## src/hw/tgen_pkg.sv

```systemverilog
// Purpose: Shared constants and carriers for the test traffic generator
// Assumes: One user clock, 64-bit data per lane
// Notes:   Nothing here is imported; users write tgen_pkg::name
package tgen_pkg;

    // ------------------------------------------------------------
    // Widths and seeds
    // ------------------------------------------------------------
    localparam int          LANE_BITS     = 64;
    localparam int          CNT_W         = 8;
    localparam logic [15:0] LFSR_SEED     = 16'hABE0;
    localparam logic [15:0] LFSR_TAPS     = 16'hB400;
    localparam logic [7:0]  FRAME_SIZE_0  = 8'h00;
    localparam logic [7:0]  CNT_ONE       = 8'h01;
    localparam int          DEB_STAGES    = 4;
    localparam int          FIFO_DEPTH    = 16;

    // ------------------------------------------------------------
    // Carriers
    // ------------------------------------------------------------
    typedef struct packed {
        logic       hard_err;
        logic       soft_err;
        logic       channel_up;
    } link_status_t;

    typedef struct packed {
        logic       frame_mismatch;
        logic       flow_msg_mismatch;
        logic       ctrl_blk_mismatch;
    } check_event_t;

endpackage : tgen_pkg

```

## src/hw/tgen_fifo.sv

```systemverilog
// Purpose: Small synchronous FIFO with valid/ready on both sides
// Assumes: Single clock, depth a power of two
// Notes:   Read data comes from a register; ready on fill side is honest full
`timescale 1ns/1ps
module tgen_fifo #(
    parameter int WIDTH = 72,
    parameter int DEPTH = 16
) (
    input  wire logic             clk,
    input  wire logic             rst_b,
    input  wire logic             in_valid,
    output logic                  in_ready,
    input  wire logic [WIDTH-1:0] in_data,
    output logic                  out_valid,
    input  wire logic             out_ready,
    output logic      [WIDTH-1:0] out_data
);
    localparam int AW = $clog2(DEPTH);

    logic [WIDTH-1:0] mem_q [DEPTH];
    logic [AW:0]      wr_q;
    logic [AW:0]      rd_q;
    logic             push;
    logic             pop;
    logic             empty;

    assign empty    = (wr_q == rd_q);
    // Output register counts as one slot beyond the array
    assign in_ready = (wr_q - rd_q) != (AW+1)'(DEPTH);
    assign pop      = !empty && (!out_valid || out_ready);
    assign push     = in_valid && in_ready;

    always_ff @(posedge clk) begin
        if (push) begin
            mem_q[wr_q[AW-1:0]] <= in_data;
        end
    end

    always_ff @(posedge clk or negedge rst_b) begin
        if (!rst_b) begin
            wr_q <= '0;
            rd_q <= '0;
        end else begin
            if (push) begin
                wr_q <= wr_q + 1'b1;
            end
            if (pop) begin
                rd_q <= rd_q + 1'b1;
            end
        end
    end

    always_ff @(posedge clk or negedge rst_b) begin
        if (!rst_b) begin
            out_valid <= 1'b0;
            out_data  <= '0;
        end else if (pop) begin
            out_valid <= 1'b1;
            out_data  <= mem_q[rd_q[AW-1:0]];
        end else if (out_ready) begin
            out_valid <= 1'b0;
        end
    end

    a_fifo_no_overrun: assert property (@(posedge clk) disable iff (!rst_b)
        (wr_q - rd_q) <= (AW+1)'(DEPTH))
        else $error("fifo fill beyond its depth");

endmodule : tgen_fifo

```

## src/hw/tgen_top.sv

```systemverilog
// Purpose: Framed pseudo-random traffic source for a link transmit stream
// Assumes: Link core and generator share clk; checker events arrive on clk
// Notes:   Beats are built ahead into a FIFO so the stream holds under stall
//
// Operation
// - LFSR payload sent after reset and channel ready
// - Two 8-bit counters make end-of-frame marker
// - Frame size grows by one per frame
// - Byte qualifier from low LFSR bits
// - Valid held, beat stable until accepted
// - Generator advances only with channel up and FIFO space
// - Varied lengths, including single-beat frames
// - Byte qualifier counts bytes in last beat
// - Payload is 64 bits per lane
// - Top reset debounced on user clock
// - Transceiver reset debounced on init clock
// - Link status outputs are registered
// - One lane-ready output per transceiver
// - 8-bit count of frame data mismatches
// - Flag on flow-message word mismatch
// - Flag on control-block word mismatch
// - Transmit side held idle in receive-only builds
`timescale 1ns/1ps
module tgen_top #(
    parameter int  LANES   = 1,
    parameter bit  TX_ON   = 1'b1,
    parameter int  DEPTH   = tgen_pkg::FIFO_DEPTH
) (
    input  wire logic                                clk,
    input  wire logic                                rst_b,
    input  wire logic                                reset_pin,
    input  wire logic                                init_clk_tick,
    input  wire logic                                xcvr_reset_pin,
    output logic                                     xcvr_reset,
    input  wire tgen_pkg::link_status_t              link_status,
    input  wire logic [LANES-1:0]                    lane_up_in,
    output tgen_pkg::link_status_t                   status_q,
    output logic      [LANES-1:0]                    lane_up_q,
    input  wire tgen_pkg::check_event_t              check_event,
    output logic      [tgen_pkg::CNT_W-1:0]          data_err_count,
    output logic                                     flow_msg_err,
    output logic                                     ctrl_blk_err,
    output logic      [tgen_pkg::LANE_BITS*LANES-1:0] tx_tdata,
    output logic      [LANES*8-1:0]                  tx_tkeep,
    output logic                                     tx_tlast,
    output logic                                     tx_tvalid,
    input  wire logic                                tx_tready
);
    localparam int DW    = tgen_pkg::LANE_BITS * LANES;
    localparam int KW    = LANES * 8;
    localparam int BW    = DW + KW + 1;
    localparam int CW    = tgen_pkg::CNT_W;

    // ------------------------------------------------------------
    // Reset debouncers
    // ------------------------------------------------------------
    logic [tgen_pkg::DEB_STAGES-1:0] rst_sh_q;
    logic                            gen_reset_q;
    logic [tgen_pkg::DEB_STAGES-1:0] xr_sh_q;

    // Pin passes four flops; debounce wants the upper three stages in agreement
    always_ff @(posedge clk or negedge rst_b) begin
        if (!rst_b) begin
            rst_sh_q    <= '1;
            gen_reset_q <= 1'b1;
        end else begin
            rst_sh_q    <= {rst_sh_q[tgen_pkg::DEB_STAGES-2:0], reset_pin};
            if (&rst_sh_q[tgen_pkg::DEB_STAGES-1:1]) begin
                gen_reset_q <= 1'b1;
            end else if (~|rst_sh_q[tgen_pkg::DEB_STAGES-1:1]) begin
                gen_reset_q <= 1'b0;
            end
        end
    end

    // Init clock reaches us as an enable from a slower divider
    always_ff @(posedge clk or negedge rst_b) begin
        if (!rst_b) begin
            xr_sh_q    <= '1;
            xcvr_reset <= 1'b1;
        end else if (init_clk_tick) begin
            xr_sh_q <= {xr_sh_q[tgen_pkg::DEB_STAGES-2:0], xcvr_reset_pin};
            if (&xr_sh_q[tgen_pkg::DEB_STAGES-1:1]) begin
                xcvr_reset <= 1'b1;
            end else if (~|xr_sh_q[tgen_pkg::DEB_STAGES-1:1]) begin
                xcvr_reset <= 1'b0;
            end
        end
    end

    // ------------------------------------------------------------
    // Registered status and checker reports
    // ------------------------------------------------------------
    always_ff @(posedge clk or negedge rst_b) begin
        if (!rst_b) begin
            status_q  <= '0;
            lane_up_q <= '0;
        end else begin
            status_q  <= link_status;
            lane_up_q <= lane_up_in;
        end
    end

    always_ff @(posedge clk or negedge rst_b) begin
        if (!rst_b) begin
            data_err_count <= '0;
            flow_msg_err   <= 1'b0;
            ctrl_blk_err   <= 1'b0;
        end else if (gen_reset_q) begin
            data_err_count <= '0;
            flow_msg_err   <= 1'b0;
            ctrl_blk_err   <= 1'b0;
        end else begin
            // Saturate so a broken link does not wrap back to a clean count
            if (check_event.frame_mismatch && !(&data_err_count)) begin
                data_err_count <= data_err_count + tgen_pkg::CNT_ONE;
            end
            if (check_event.flow_msg_mismatch) begin
                flow_msg_err <= 1'b1;
            end
            if (check_event.ctrl_blk_mismatch) begin
                ctrl_blk_err <= 1'b1;
            end
        end
    end

    // ------------------------------------------------------------
    // Beat builder
    // ------------------------------------------------------------
    logic [15:0]   lfsr_q;
    logic [CW-1:0] frame_size_q;
    logic [CW-1:0] sent_q;
    logic          run;
    logic          build;
    logic          fifo_in_ready;
    logic          last_beat;
    logic [KW-1:0] keep;
    logic [DW-1:0] payload;

    // Channel ready is the permission to send
    assign run       = TX_ON && !gen_reset_q && status_q.channel_up;
    // Builder only advances when the FIFO can take the beat
    assign build     = run && fifo_in_ready;
    // Frame ends once sent count reaches size; size 0 gives a one-beat frame
    assign last_beat = (sent_q >= frame_size_q);

    always_comb begin
        keep = '1;
        if (last_beat) begin
            // Low LFSR bits pick how many bytes the final beat holds
            keep = {KW{1'b1}} >> lfsr_q[2:0];
        end
    end

    always_comb begin
        payload = '0;
        for (int i = 0; i < DW / 16; i++) begin
            payload[i*16 +: 16] = lfsr_q ^ 16'(i);
        end
    end

    always_ff @(posedge clk or negedge rst_b) begin
        if (!rst_b) begin
            lfsr_q <= tgen_pkg::LFSR_SEED;
        end else if (gen_reset_q) begin
            lfsr_q <= tgen_pkg::LFSR_SEED;
        end else if (build) begin
            // Steps once per beat that will be accepted, in order
            lfsr_q <= {lfsr_q[14:0], ^(lfsr_q & tgen_pkg::LFSR_TAPS)};
        end
    end

    always_ff @(posedge clk or negedge rst_b) begin
        if (!rst_b) begin
            frame_size_q <= tgen_pkg::FRAME_SIZE_0;
            sent_q       <= '0;
        end else if (gen_reset_q) begin
            frame_size_q <= tgen_pkg::FRAME_SIZE_0;
            sent_q       <= '0;
        end else if (build) begin
            if (last_beat) begin
                frame_size_q <= frame_size_q + tgen_pkg::CNT_ONE;
                sent_q       <= '0;
            end else begin
                sent_q <= sent_q + tgen_pkg::CNT_ONE;
            end
        end
    end

    // ------------------------------------------------------------
    // Beat FIFO to the link
    // ------------------------------------------------------------
    logic [BW-1:0] beat_out;

    // Registered FIFO output keeps beat stable while valid waits
    tgen_fifo #(
        .WIDTH (BW),
        .DEPTH (DEPTH)
    ) beat_fifo (
        .clk       (clk),
        .rst_b     (rst_b),
        .in_valid  (run),
        .in_ready  (fifo_in_ready),
        .in_data   ({last_beat, keep, payload}),
        .out_valid (tx_tvalid),
        .out_ready (tx_tready),
        .out_data  (beat_out)
    );

    assign tx_tlast = beat_out[BW-1];
    assign tx_tkeep = beat_out[DW +: KW];
    assign tx_tdata = beat_out[DW-1:0];

    // ------------------------------------------------------------
    // Checks
    // ------------------------------------------------------------
    a_beat_held_stable: assert property (@(posedge clk) disable iff (!rst_b)
        tx_tvalid && !tx_tready |=> tx_tvalid && $stable(beat_out))
        else $error("beat changed before acceptance");

    a_no_send_down: assert property (@(posedge clk) disable iff (!rst_b)
        !run && !gen_reset_q |=> $stable(lfsr_q) && $stable(sent_q) && $stable(frame_size_q))
        else $error("generator moved while channel down");

    a_rx_only_idle: assert property (@(posedge clk) disable iff (!rst_b)
        !TX_ON |-> !tx_tvalid)
        else $error("receive-only build sent a beat");

    a_size_grows: assert property (@(posedge clk) disable iff (!rst_b)
        build && last_beat && !gen_reset_q
        |=> frame_size_q == $past(frame_size_q) + tgen_pkg::CNT_ONE)
        else $error("frame size did not grow");

    a_sent_counts: assert property (@(posedge clk) disable iff (!rst_b)
        build && !last_beat |=> sent_q == $past(sent_q) + tgen_pkg::CNT_ONE)
        else $error("sent count did not advance");

    a_sent_clears: assert property (@(posedge clk) disable iff (!rst_b)
        build && last_beat && !gen_reset_q |=> sent_q == '0)
        else $error("sent count not cleared");

    a_lfsr_holds: assert property (@(posedge clk) disable iff (!rst_b)
        !build && !gen_reset_q |=> $stable(lfsr_q))
        else $error("lfsr stepped without a beat");

    // Checked at the pins so a corrupted FIFO word is caught too
    a_keep_full_mid: assert property (@(posedge clk) disable iff (!rst_b)
        tx_tvalid && !tx_tlast |-> tx_tkeep == {KW{1'b1}})
        else $error("partial keep before frame end");

    a_keep_first_byte: assert property (@(posedge clk) disable iff (!rst_b)
        tx_tvalid |-> tx_tkeep[0])
        else $error("beat without its first byte");

    a_status_reg: assert property (@(posedge clk) disable iff (!rst_b)
        ##1 status_q == $past(link_status) && lane_up_q == $past(lane_up_in))
        else $error("status not registered");

    a_reset_deb_high: assert property (@(posedge clk) disable iff (!rst_b)
        &rst_sh_q[tgen_pkg::DEB_STAGES-1:1] |=> gen_reset_q)
        else $error("settled reset pin not applied");

    a_reset_deb_low: assert property (@(posedge clk) disable iff (!rst_b)
        ~|rst_sh_q[tgen_pkg::DEB_STAGES-1:1] |=> !gen_reset_q)
        else $error("settled reset pin not released");

    a_xcvr_deb_high: assert property (@(posedge clk) disable iff (!rst_b)
        init_clk_tick && &xr_sh_q[tgen_pkg::DEB_STAGES-1:1] |=> xcvr_reset)
        else $error("transceiver reset not applied");

    a_xcvr_deb_low: assert property (@(posedge clk) disable iff (!rst_b)
        init_clk_tick && ~|xr_sh_q[tgen_pkg::DEB_STAGES-1:1] |=> !xcvr_reset)
        else $error("transceiver reset not released");

    a_gen_reset_clears: assert property (@(posedge clk) disable iff (!rst_b)
        gen_reset_q |=> data_err_count == '0 && !flow_msg_err && !ctrl_blk_err)
        else $error("reports kept through reset");

    a_err_count_step: assert property (@(posedge clk) disable iff (!rst_b)
        check_event.frame_mismatch && !gen_reset_q && !(&data_err_count)
        |=> data_err_count == $past(data_err_count) + tgen_pkg::CNT_ONE)
        else $error("mismatch not counted");

    a_err_count_sat: assert property (@(posedge clk) disable iff (!rst_b)
        (&data_err_count) && !gen_reset_q |=> &data_err_count)
        else $error("mismatch count wrapped");

    a_err_flag_set: assert property (@(posedge clk) disable iff (!rst_b)
        check_event.flow_msg_mismatch && !gen_reset_q |=> flow_msg_err)
        else $error("flow message error not flagged");

    a_ctrl_flag_set: assert property (@(posedge clk) disable iff (!rst_b)
        check_event.ctrl_blk_mismatch && !gen_reset_q |=> ctrl_blk_err)
        else $error("control block error not flagged");

    c_single_beat: cover property (@(posedge clk) disable iff (!rst_b)
        !tx_tvalid ##1 tx_tvalid && tx_tready && tx_tlast);
    c_stall: cover property (@(posedge clk) disable iff (!rst_b)
        tx_tvalid && !tx_tready [*2]);
    c_fifo_full: cover property (@(posedge clk) disable iff (!rst_b)
        run && !fifo_in_ready);
    c_partial_end: cover property (@(posedge clk) disable iff (!rst_b)
        tx_tvalid && tx_tlast && tx_tkeep != {KW{1'b1}});
    c_full_end: cover property (@(posedge clk) disable iff (!rst_b)
        tx_tvalid && tx_tready && tx_tlast && (&tx_tkeep));

endmodule : tgen_top

```

## config.mk

```make
export PLATFORM = sky130hd
export DESIGN_NAME = tgen_top
export DESIGN_NICKNAME = d
export VERILOG_FILES = /design/src/hw/tgen_pkg.sv /design/src/hw/tgen_fifo.sv /design/src/hw/tgen_top.sv
export SDC_FILE = /design/constraint.sdc
export NUM_CORES = 1
export LEC_CHECK = 0
export BUFFER_PORTS_ARGS = -buffer_cell sky130_fd_sc_hd__buf_2
export CORE_MARGIN = 2
export CORE_UTILIZATION = 50
export CTS_BUF_LIST = sky130_fd_sc_hd__clkbuf_16
export CTS_CLUSTER_DIAMETER = 50
export DETAILED_ROUTE_END_ITERATION = 16
export PLACE_DENSITY = 0.74
export SKIP_CTS_REPAIR_TIMING = 1
export SLEW_MARGIN = 20
export SYNTH_ARGS = -nofsm -noshare
export SYNTH_HDL_FRONTEND = slang
export SYNTH_SLANG_ARGS = --single-unit
```

## constraint.sdc

```tcl
create_clock -name clk -period 5.1 [get_ports clk]
set_input_delay 0.51 -clock clk [delete_from_list [all_inputs] [get_ports clk]]
set_output_delay 0.51 -clock clk [all_outputs]
set_load 0.02 [all_outputs]
```

==> summary.txt <==
Run status
  • Status: finished, final reports clean

Power and ir drop
  • Pwr/cell area: approximately 550 mW/mm^2
  • Clock network power share: 30.9%
  • Leak: 0.007941 uW
  • Peak supply drop: between 0.3 and 0.4 mV
  • Psw: approximately 3800 uW
  • Cell internal pwr: 8802 uW
  • Comb power frac: between 20% and 30%
  • Switching share of power: a little under a third
  • Reg power frac: 40.5%

Clock network
  • Clock Path Buffers: 3
  • H-Tree Level Count: 2
  • Clk root buf: clkbuf_16
  • Sink Count: between 500 and 600
  • CTS tree: yes
  • Total CTS buffers: 53
  • Clk_lat worst skew: between 500 and 600 ps
  • Worst-path clk slew: 60 ps

Layout
  • Most frequent cells in the layout: 416 x edfxtp_1, 130 x mux4_2, 100 x buf_2, 74 x dfrtp_1, 55 x clkbuf_16
  • Fillers: about 2.9k
  • Area grow syn2layout: 12.79%
  • Multi-input logic area: between 0.004 and 0.005 mm^2
  • Most common cell after layout, fill and taps aside: edfxtp_1
  • Final non-filler cell total: roughly 1.7k
  • Layout net count: between 1k and 1.5k
  • Register area: 0.01487 mm^2
  • Final Cell Area: about 0.023 mm^2
  • Number of diodes: 0
  • Layout cells sized above 1: a little over a third
  • Post-Route Utilization: a little under three fifths

Die
  • Core footprint: a little over 0.04 mm^2
  • Die Span X: 206.3 um
  • # rows: 74
  • IO Count: 102
  • Area of the die: 0.04256 mm^2
  • Vert. Die Dim: roughly 210 um
  • Starting Density: about half

Drt
  • Routed Antenna Nets: 0
  • DRC viols: 0
  • Vias after detailed routing: around 10k
  • Iter 0 DRT Violations: 1010
  • Total routed wirelength: just over 40 mm
  • First-pass detailed-route iteration total: 5
  • Via density: about 6
  • WL/cell: 23.91 um

Yosys
  • Number of flops mapped to enable cells by yosys: ~420
  • Async S/R FF share, synth: between 10% and 20%
  • Net count after synthesis: between 1k and 1.5k
  • Synthesis-stage register bit count: between 500 and 600
  • Post-synth top flop: edfxtp_1
  • Post-synthesis cell type count: between 50 and 60
  • Post-synthesis cell count: ~1.0k
  • Synth warn: 0
  • Cell area after synthesis: approximately 0.020 mm^2
  • Register area share after synthesis: between 70% and 80%
  • Synth Area per Inst: between 15 and 20 um^2

Placed design
  • Inst Count DP: roughly 1.6k
  • Placed instance area: between 0.02 and 0.025 mm^2
  • Gpl congestion: slightly below 0.8
  • Dpl ws: 1734 ps
  • I/O Buffers: a little over 100
  • Dpl hpwl: 24.07 mm

STA
  • Crit path time final: around 3500 ps
  • Skew final: 24.71 ps
  • Fin crit share: between 60% and 70%
  • Setup ws final: ~1600 ps
  • RSZ-0062 raised after global routing: false
  • Setup violations, final: 0
  • Slew headroom: between 30% and 40%
  • Tightest Pin Transition: ~960 ps
  • Setup_tns: 0 ps
  • Hold Vio Cnt, Final: 0
  • Final Max Tran Viols: 0
  • Fmax: approximately 280 MHz

Setup path
  • CP Class: flip-flop to flip-flop
  • Worst path required time: 5340 ps
  • Critical path data arrival time: between 3000 and 4000 ps
  • Startpoint types: flip-flop
  • Worst-path fanout max: 26
  • Critical Path End Type: flip-flop

Hold path
  • Min-Delay Path Class: input port to asynchronous set/reset pin

Global routing
  • Global Route Usage Sum: about a fifth
  • First-pass GRT wire length: around 62 mm
  • Global route overflow: 0
  • Number of global-route vias before repair: 9777
  • Initial antenna violation count: 0
  • Largest net degree at the start of global routing: 74

Flow run
  • Max Cap Viol: 0
synthesized netlist by cell type (all sizes together) (2+ instances only):
cell type / count / area, um^2
nor4: 3 / 18.77
mux2: 32 / 360.4
nor2b: 4 / 25.02
nor3: 4 / 25.02
mux4: 130 / 2928
and2: 16 / 100.1
nand2: 42 / 157.7
a21oi: 20 / 103.9
a211oi: 3 / 40.04
o21ai: 15 / 75.07
or4: 4 / 36.29
dfrtp: 76 / 1902
a21o: 3 / 23.77
nand2b: 5 / 31.28
nand4: 9 / 56.30
xor2: 8 / 70.07
xnor2: 13 / 113.9
and3: 9 / 56.30
inv: 20 / 75.07
buf: 68 / 509.2
edfxtp: 416 / 12490
clkbuf: 24 / 90.09
nand4b: 3 / 26.28
ha: 20 / 250.2
dfstp: 18 / 473.0
nand3b: 8 / 60.06
nor2: 35 / 131.4
mux2i: 2 / 20.02
nand3: 11 / 55.05
power by group through the flow:
stage	Clock (uW)	Sequential, uW	Combinational, uW
after floorplan	0	5260	2680
after CTS	3960	5120	3650
after global routing	4120	5160	3850
final	3890	5110	3600
after global placement	0	5180	3560
after detailed placement	0	5200	3600
kinds of logic (layout without fill, tap and decap cells):
logic type	Yosys count	count (layout)	synth area share (%)
multiplexers	164	164	16.17
buffers and inverters	113	248	3.345
XOR/XNOR	22	22	1.015
adder cells (fa/ha/maj)	20	20	1.223
flip-flops	510	510	72.66
AND/OR/NAND/NOR	159	159	4.036
AO/OA/AOI/OAI	50	50	1.553
registers in the layout, indices dropped and copies added (netlist names), 3 cells and up:
signal and count:
beat_fifo.wr_q 5, rst_sh_q 4, xr_sh_q 4, frame_size_q 8, beat_fifo.out_data 27, beat_fifo.rd_q 5
status_q 3, lfsr_q 16, beat_fifo.mem_q 416, sent_q 8, data_err_count 8
metrics by stage:
stage / hold WS, ps / power [uW]
finish: 30.32 / 12600
global route: 4.957 / 13130
CTS: -5.051 / 12720
detailed placement: 347.2 / 8796
global placement: 347.0 / 8741
floorplan: 214.4 / 7945
layout make-up:
class,count,area share (%)
Clock buffer,55,5.964
Clock inverter,43,1.719
Inverter,20,0.3253
Multi-Input combinational cell,415,21.46
Sequential cell,510,64.45
Tap cell,532,2.884
Timing Repair Buffer,130,3.199
per-layer routing:
metal / GRT usage, % / routed length [um] / vias to the layer above / part of all wire, %
met5: 0 / 0 / - / 0
met4: 5.102 / 775 / 0 / 1.9
met3: 5.014 / 3416 / 60 / 8.4
met2: 29.12 / 18900 / 407 / 46
met1: 30.38 / 17680 / 5234 / 43
li1: - / - / 4264 / -
worst max-delay path, cell delays in order, from the launching register on:
cell	delay [ps]
dfrtp_1	440
ha_1	360
and3b_1	230
o211ai_1	350
a211oi_4	140
nand2b_1	240
nor4b_1	810
and2_1	250
buf_4	370
final timing paths:
| kind | slack [ps] | cells after the start | from | to |
|---|---|---|---|---|
| setup / recovery | 1560 | 8 | beat_fifo.wr_q[2]$_DFFE_PN0P_ | beat_fifo.mem_q[10][57]$_DFFE_PP_ |
| hold / removal | 30 | 1 | rst_b | data_err_count[5]$_DFFE_PN0P_ |
| min in group clk | 30 | 1 | reset_pin | rst_sh_q[0]$_DFF_PN1_ |
| max in group asynchronous | 4000 | 2 | rst_b | beat_fifo.rd_q[0]$_DFFE_PN0P_ |
| setup reg to reg | 1560 | 8 | beat_fifo.wr_q[2]$_DFFE_PN0P_ | beat_fifo.mem_q[10][57]$_DFFE_PP_ |
| hold reg to reg | 360 | 0 | rst_sh_q[0]$_DFF_PN1_ | rst_sh_q[1]$_DFF_PN1_ |
Power figures use the tool's default switching activity.
